$ cat config.mk
export PLATFORM = sky130hd
export DESIGN_NAME = vcc_top
export DESIGN_NICKNAME = d
export VERILOG_FILES = /design/src/logic/vcc_pkg.sv /design/src/logic/vcc_top.sv /design/src/logic/vcc_sync.sv /design/src/logic/vcc_edge.sv
export SDC_FILE = /design/constraint.sdc
export NUM_CORES = 1
export LEC_CHECK = 0
export BUFFER_PORTS_ARGS = -buffer_cell sky130_fd_sc_hd__buf_2
export CAP_MARGIN = 20
export CORE_MARGIN = 2
export CORE_UTILIZATION = 48
export DETAILED_ROUTE_END_ITERATION = 8
export PLACE_DENSITY_LB_ADDON = 0.08
export SETUP_SLACK_MARGIN = 0.02
export SYNTH_ARGS = -nofsm -noshare
export SYNTH_HDL_FRONTEND = slang
export SYNTH_SLANG_ARGS = --single-unit
$ cat constraint.sdc
create_clock -name clk -period 1.49 [get_ports clk]
set_input_delay 0.298 -clock clk [delete_from_list [all_inputs] [get_ports clk]]
set_output_delay 0.298 -clock clk [all_outputs]
set_load 0.02 [all_outputs]
$ cat src/logic/vcc_pkg.sv
// Constants for the comparator control and status block.
// Assumes an 8-bit special-register port on the system clock.
package vcc_pkg;
  // Register addresses
  localparam logic [7:0] VCC_ADDR_INPUT_SELECT = 8'h9f;
  localparam logic [7:0] VCC_ADDR_CONTROL = 8'hf8;
  localparam logic [7:0] VCC_ADDR_MODE = 8'h9d;
  // Reset values
  localparam logic [7:0] VCC_RST_INPUT_SELECT = 8'h00;
  localparam logic [7:0] VCC_RST_CONTROL = 8'h00;
  localparam logic [1:0] VCC_RST_MODE = 2'h2;
  // Control register fields
  localparam int VCC_CTL_ENABLE = 7;
  localparam int VCC_CTL_STATE = 6;
  localparam int VCC_CTL_RISE = 5;
  localparam int VCC_CTL_FALL = 4;
  localparam int VCC_CTL_HYP_LSB = 2;
  localparam int VCC_CTL_HYN_LSB = 0;
  // Input select fields
  localparam int VCC_MX_NEG_LSB = 4;
  localparam int VCC_MX_POS_LSB = 0;
  // Write masks of the select and mode registers
  localparam logic [7:0] VCC_MX_WMASK = 8'h33;
  localparam logic [7:0] VCC_MD_WMASK = 8'h03;
  // Bits of a raw input passing the pin synchroniser
  localparam int VCC_SYNC_STAGES = 3;
endpackage

$ cat src/logic/vcc_top.sv
// Comparator control and status: two special registers plus mode register,
// latched and raw outputs, edge flags, interrupt request and reset request.
// Assumes the analog comparator drives cmp_raw; sfr bus is single-cycle.
// Operation
// Latched and raw outputs for pins
// Raw output needs no clock
// Disabled comparator drives routed outputs low
// Top control bit enables comparator
// Read-only state bit shows comparison
// Rising transition sets rising flag
// Falling transition sets falling flag
// Flags stay set until software clears
// Interrupt on both edges
// Positive hysteresis code select
// Negative hysteresis code, same coding
// Negative input select odd pins
// Positive input select even pins
// Unused select bits read zero
// Two-bit response time field
// Output usable as reset source
// Mode resets to 10, four modes
// Edges from latched samples; write 0 clears
`timescale 1ns/1ps
`default_nettype none
module vcc_top
  import vcc_pkg::*;
(
  // Clock and reset
  input wire logic clk,
  input wire logic nrst,
  // Special register port
  input wire logic [7:0] sfr_addr,
  input wire logic sfr_wr,
  input wire logic [7:0] sfr_wdata,
  input wire logic sfr_rd,
  output logic [7:0] sfr_rdata,
  // Analog comparator
  input wire logic cmp_raw,
  output logic comparator_enable,
  output logic [1:0] positive_hysteresis_code,
  output logic [1:0] negative_hysteresis_code,
  output logic [1:0] negative_input_select,
  output logic [1:0] positive_input_select,
  output logic [1:0] response_time_mode,
  // Pin and system outputs
  output logic latched_compare_out,
  output logic raw_async_compare_out,
  output logic compare_irq,
  output logic compare_reset_req
);
  typedef struct packed {
    logic [7:0] ctl;
    logic [7:0] mx;
    logic [1:0] md;
    logic latched;
    logic irq;
    logic rst_req;
    logic [7:0] rdata;
  } vcc_state_t;

  vcc_state_t st_r;
  vcc_state_t st_nxt;
  logic cmp_sync;
  logic rise;
  logic fall;

  // Raw result is asynchronous to clk
  vcc_sync u_sync (
    .clk(clk),
    .nrst(nrst),
    .pin_level(cmp_raw),
    .stable_level(cmp_sync)
  );

  vcc_edge u_edge (
    .clk(clk),
    .nrst(nrst),
    .level(st_r.latched),
    .rise(rise),
    .fall(fall)
  );

  function automatic logic hit(input logic [7:0] a);
    hit = (sfr_addr == a);
  endfunction

  always_comb begin
    st_nxt = st_r;
    // Gated by enable so a disabled block reads and routes low
    st_nxt.latched = cmp_sync & st_r.ctl[VCC_CTL_ENABLE];
    st_nxt.ctl[VCC_CTL_STATE] = st_nxt.latched;
    if (sfr_wr && hit(VCC_ADDR_CONTROL)) begin
      st_nxt.ctl[VCC_CTL_ENABLE] = sfr_wdata[VCC_CTL_ENABLE];
      st_nxt.ctl[3:0] = sfr_wdata[3:0];
      // Writing 1 leaves a flag alone; only 0 clears
      if (!sfr_wdata[VCC_CTL_RISE]) begin
        st_nxt.ctl[VCC_CTL_RISE] = 1'b0;
      end
      if (!sfr_wdata[VCC_CTL_FALL]) begin
        st_nxt.ctl[VCC_CTL_FALL] = 1'b0;
      end
    end
    if (sfr_wr && hit(VCC_ADDR_INPUT_SELECT)) begin
      st_nxt.mx = sfr_wdata & VCC_MX_WMASK;
    end
    if (sfr_wr && hit(VCC_ADDR_MODE)) begin
      st_nxt.md = sfr_wdata[1:0];
    end
    // Set after clear: an edge in the clearing cycle is kept
    if (rise) begin
      st_nxt.ctl[VCC_CTL_RISE] = 1'b1;
    end
    if (fall) begin
      st_nxt.ctl[VCC_CTL_FALL] = 1'b1;
    end
    st_nxt.irq = rise | fall;
    st_nxt.rst_req = st_nxt.latched;
    st_nxt.rdata = 8'h00;
    if (sfr_rd) begin
      if (hit(VCC_ADDR_CONTROL)) begin
        st_nxt.rdata = st_r.ctl;
      end else if (hit(VCC_ADDR_INPUT_SELECT)) begin
        st_nxt.rdata = st_r.mx;
      end else if (hit(VCC_ADDR_MODE)) begin
        st_nxt.rdata = {6'h00, st_r.md};
      end
    end
  end

  always_ff @(posedge clk) begin
    if (!nrst) begin
      st_r <= '0;
      st_r.ctl <= VCC_RST_CONTROL;
      st_r.mx <= VCC_RST_INPUT_SELECT;
      st_r.md <= VCC_RST_MODE;
    end else begin
      st_r <= st_nxt;
    end
  end

  // Raw output is a deliberate clockless path so it works in stop state
  always_comb begin
    raw_async_compare_out = cmp_raw & st_r.ctl[VCC_CTL_ENABLE];
  end

  assign sfr_rdata = st_r.rdata;
  assign comparator_enable = st_r.ctl[VCC_CTL_ENABLE];
  assign positive_hysteresis_code = st_r.ctl[VCC_CTL_HYP_LSB +: 2];
  assign negative_hysteresis_code = st_r.ctl[VCC_CTL_HYN_LSB +: 2];
  assign negative_input_select = st_r.mx[VCC_MX_NEG_LSB +: 2];
  assign positive_input_select = st_r.mx[VCC_MX_POS_LSB +: 2];
  assign response_time_mode = st_r.md;
  assign latched_compare_out = st_r.latched;
  assign compare_irq = st_r.irq;
  assign compare_reset_req = st_r.rst_req;
endmodule
`default_nettype wire

$ cat src/logic/vcc_sync.sv
// Three-stage pin synchroniser with agreement filter.
// Assumes one clock; input is asynchronous.
`timescale 1ns/1ps
`default_nettype none
module vcc_sync
  import vcc_pkg::*;
(
  // Clock and reset
  input wire logic clk,
  input wire logic nrst,
  // Signals
  input wire logic pin_level,
  output logic stable_level
);
  typedef struct packed {
    logic [VCC_SYNC_STAGES-1:0] stg;
    logic out;
  } vcc_sync_t;
  vcc_sync_t s_r;
  vcc_sync_t s_nxt;

  always_comb begin
    s_nxt = s_r;
    s_nxt.stg = {s_r.stg[VCC_SYNC_STAGES-2:0], pin_level};
    // First stage is seen only by the second
    if (s_r.stg[1] == s_r.stg[2]) begin
      s_nxt.out = s_r.stg[2];
    end
  end

  always_ff @(posedge clk) begin
    if (!nrst) begin
      s_r <= '0;
    end else begin
      s_r <= s_nxt;
    end
  end

  assign stable_level = s_r.out;
endmodule
`default_nettype wire

$ cat src/logic/vcc_edge.sv
// Edge detector on the latched comparator output.
// Assumes input already synchronous to clk.
`timescale 1ns/1ps
`default_nettype none
module vcc_edge
  import vcc_pkg::*;
(
  // Clock and reset
  input wire logic clk,
  input wire logic nrst,
  // Signals
  input wire logic level,
  output logic rise,
  output logic fall
);
  typedef struct packed {
    logic prev;
  } vcc_edge_t;
  vcc_edge_t e_r;
  vcc_edge_t e_nxt;

  always_comb begin
    e_nxt = e_r;
    e_nxt.prev = level;
  end

  always_ff @(posedge clk) begin
    if (!nrst) begin
      e_r <= '0;
    end else begin
      e_r <= e_nxt;
    end
  end

  // Successive samples compared
  assign rise = level & ~e_r.prev;
  assign fall = ~level & e_r.prev;
endmodule
`default_nettype wire

# [After elaboration in Yosys (flattened, before gate mapping)]
# Index checks and enable logic that the tools add are counted.
[word_totals] in_bits=21 word_cells=40 ff_bits=28 output_inout_bits=23
[classes] mux=8 n_eq_ne=6 reduce_logical=8 n_bitwise=7
[ops] operator="8-bit equality test, second input constant" count=3
[ops] operator="6-bit 2-to-1 mux" count=2
[ops] operator="8-bit 2-to-1 mux" count=1
[ops] operator="2-bit AND reduction" count=3
[ops] operator="1-bit bitwise AND" count=4
[ops] operator="1-bit 2-to-1 mux" count=4
[ops] operator="2-bit by 1-bit inequality test with 1-bit output, second input constant" count=2
[ops] operator="2-bit nonzero test" count=2
[ops] operator="1-bit logical AND" count=3
[ops] operator="2-bit 2-to-1 mux" count=1
[ops] operator="1-bit inverter" count=2
[ops] operator="1-bit equality test" count=1
[ops] operator="1-bit bitwise OR" count=1

# [Depth between registers and ports, before layout]
[logic_depth] ltp_word=4 mapped_depth=4 mapped_depth_nobuf=4

# [Cells and area by module]
# From an unflattened synthesis, not the netlist that was laid out.
[unflattened] cells_unflattened=127 hier_area_um2=1219.9
[modules_own_cells] mod="vcc_top" area_per_inst_um2=1064.8 instances=1 cells_each=113
[modules_own_cells] mod="vcc_sync" area_per_inst_um2=116.4 instances=1 cells_each=10
[modules_own_cells] mod="vcc_edge" area_per_inst_um2=38.8 instances=1 cells_each=4

# [Worst setup path after synthesis]
# No wires, ideal clock.
[synth_timing] kind="in2reg" startpoint="in sfr_addr[5]" endpoint="reg st_r (netlist bit negative_input_select[0])" required_time_ns=1.364 t_arrival_ns=1.020 setup_slack_ns=0.344 path_stages=3 cell_sequence="and4bb_2 > nand4_1 > mux2i_1"
[synth_between] elab_chain_cells=2
[synth_rtl] element="start: declaration" line="vcc_top.sv:32" source="input wire logic [7:0] sfr_addr,"
[synth_rtl] element="8-bit equality test" line="vcc_top.sv:84" source="hit = (sfr_addr == a);"
[synth_rtl] element="1-bit logical AND" line="vcc_top.sv:103" source="if (sfr_wr && hit(VCC_ADDR_INPUT_SELECT)) begin"
[synth_rtl] element="end signal: assignment" line="vcc_top.sv:137" source="st_r <= st_nxt;"
[synth_rtl] element="end: declaration" line="vcc_top.sv:61" source="vcc_state_t st_r;"
# No other way between the ends.
# A chain may end at the register's enable or synchronous reset.

# [Worst setup path after layout]
[layout_timing] startpoint="reg st_r (netlist bit comparator_enable)" endpoint="out raw_async_compare_out"
[layout_between] elab_chain_cells=1
[layout_rtl] element="1-bit bitwise AND" line="vcc_top.sv:143" source="raw_async_compare_out = cmp_raw & st_r.ctl[VCC_CTL_ENABLE];"
[layout_rtl] element="end: declaration" line="vcc_top.sv:47" source="output logic raw_async_compare_out,"
# No other way between the ends.

==> reports/summary.txt <==
Area leader, netlist = dfxtp_1
Vias per inst = 4.984
Postcts setup bufs = 0
Synth Area in Compound Gates = 4.418%
Setup violations, final = 0
Antenna Violating Nets Remaining = 0
Setup ws final = 0.1660 ns
VDD IR max = 0.6569 mV
Startpoint Class = flop
Core Box Area = 2477 um^2
Final worst-path cycle share = 88.86%
Syn Area/Cell = 9.586 um^2
Initial Utilization = 50.30%
Max Cap Viol = 0
Post-synth EDFFs = 0
Routed WL = 2170 um
Max-slew violation count = 0
Clock latency on the worst-skew pair = 0.32 ns
Headroom to the max-slew limit = 69.25%
Required @ worst endpoint = 1.19 ns
Num CTS Buffers = 3
Ys async rst share = 0%
R2R depth = 4
Min-delay src = cmp_raw
Filler cells = 243
Global-route met1 utilization = 20.27%
Main synth FF type = dfxtp_1
Warnings, synthesis = 0
Status = completed
Die width = 54.96 um
Largest net degree at the start of global routing = 19
Clk buf depth = 2
End of the worst register-to-register path = st_r[25]
TNS Setup = 0 ns
Grt met3 use = 3.226%
Port Buf Inserts = 42
Slew @ Worst Pin = 0.4593 ns
Most frequent cells in the layout = buf_2 (42), dfxtp_1 (28), nand2_1 (19)
Hold path depth = 2
M2 GR Usage = 25.00%
Initial DRC Count = 16
Antenna violations before repair = 0
HP Class = in -> reg
Remaining routing DRC violations = 0
Area growth syn-to-layout = 10.44%
Syn_nets = 153
Setup CP Type = reg -> out
Unrepaired setup endpoints after global routing = no
Mapped cell area = 1246 um^2
R2R setup slack = 0.47 ns
CTS tree = yes
Design Power = 0.001194 W
Simple-gate area share of the yosys netlist = 24.40%
Setup WS pre-CTS = 0.07244 ns
Vias in the first global route = 793
Fin nets = 177
Clk slew on worst S/H paths = 0.14 ns
Commonest non-fill, non-tap cell in the layout = buf_2
Rows = 18
Min cycle time layout = 1.324 ns
CP startpoint = comparator_enable
Unique masters post-synth = 24
Largest family of logic cells by synthesized area = simple AND/OR/NAND/NOR gates
R2R Path Start = st_r[27]
Share of layout cells above drive strength 1 = 35.29%
Fmax = 755.3 MHz
Fin Clk Skew = 0.005071 ns
CP Capture Type = output pin
Die H = 54.96 um
Synth Area in XOR/XNOR = 0%
Synth area leaders = dfxtp_1 (45%), buf_4 (11%), mux2i_1 (8.8%), nand2_1 (5.7%), and2_1 (3.0%)
H-Tree Depth = 1
Core Util, Final = 55.56%
Global route hottest layer = met2
Cells after Synth = 130
DR WL/cell = 11.86 um
Dpl hpwl = 1658 um
Hold-fix buffers at CTS = 0
Tightest hold margin = 0.1894 ns
Sink Count = 28
Final GP Congestion = 0.8380
DIE AREA = 3020 um^2
Mux share of post-synthesis cell area = 10.64%
Fin. Hold Viols = 0
Antenna cells = 0
Worst Hold Path EP = u_sync.s_nxt[2]
Grt ovf = 0
Leakage power = 0.6906 nW
CTS root buf = clkbuf_4
Yosys reg bits = 28
# IOs = 44
Critical Path AT = 1.03 ns
PwrDens = 867.4 nW/um^2
Area share of fa/ha/maj cells after synthesis = 2.008%
Total number of vias = 912
Total track usage = 15.90%
CP Max Fanout = 5
Post-synth top area share = 44.98%
CTS resizes = 0
Initial DRT Pass Iterations = 4
Post-synthesis sequential area ratio = 44.98%
First-pass GRT wire length = 3374 um
[critical path, stage by stage (launching register included)]
cell and delay (ns):
dfxtp_1 0.42, and2_1 0.14, buf_2 0.15
[metrics by stage]
stage	std cells	area, um^2
6_report	183	1376
5_1_grt	183	1376
4_1_cts	183	1376
3_5_place_dp	179	1340
3_3_place_gp	179	1340
2_1_floorplan	130	1246
[cells in the mapped netlist, types with 2 or more instances]
cell      count
dfxtp_1      28
o21ai_0       3
and2_1        6
and3_1        6
ha_1          2
inv_1         2
buf_4        19
a21oi_1       4
nand2_1      19
mux2i_1      11
nor2_1        2
nand4_1       3
nand3_1       6
nor2b_1       3
clkbuf_1      5
a31oi_1       2
mux2_2        2
[kinds of logic (layout without fill, tap and decap cells)]
group,Yosys count,count (layout)
simple gates,51,51
flops,28,28
buf+inv,26,49
mux,13,13
compound gates,10,10
fa+ha+maj,2,2
[power breakdown]
group	switching (W)	internal [W]
logic	0.0000417	0.0000346
registers	0.00000132	0.000753
clock network	0.000214	0.000149
total	0.000257	0.000937
[area by class of cell]
type | count | area, um^2 | share of cell area (%)
Clock buffer | 4 | 36.28 | 2.636
Inverter | 2 | 7.507 | 0.5455
Multi-Input combinational cell | 76 | 516.7 | 37.55
Sequential cell | 28 | 560.5 | 40.73
Tap cell | 30 | 37.54 | 2.727
Timing Repair Buffer | 43 | 217.7 | 15.82
[routing by layer]
layer	up-vias	part of all wire, %
li1	468	-
met1	409	46
met2	33	46
met3	2	7.5
met4	0	0.92
met5	-	0
[state kept, by name, indices dropped and copies added, names as in the netlist]
register	cells
comparator_enable	1
compare_irq	1
negative_hysteresis_code	2
negative_input_select	2
positive_hysteresis_code	2
positive_input_select	2
response_time_mode	2
sfr_rdata	8
st_r	3
u_edge.e_r	1
u_sync.s_nxt	2
u_sync.s_r	1
u_sync.stable_level	1
[worst max path at each step]
stage          depth (start not counted)                     endpoint  slack, ns
6_report                               2        raw_async_compare_out       0.17
5_1_grt                                2        raw_async_compare_out       0.08
4_1_cts                                2        raw_async_compare_out       0.13
3_5_place_dp                           4     negative_input_select[0]       0.07
3_3_place_gp                           4  negative_hysteresis_code[1]        0.1
2_1_floorplan                          3     negative_input_select[0]       0.34
Power figures use the tool's default switching activity.
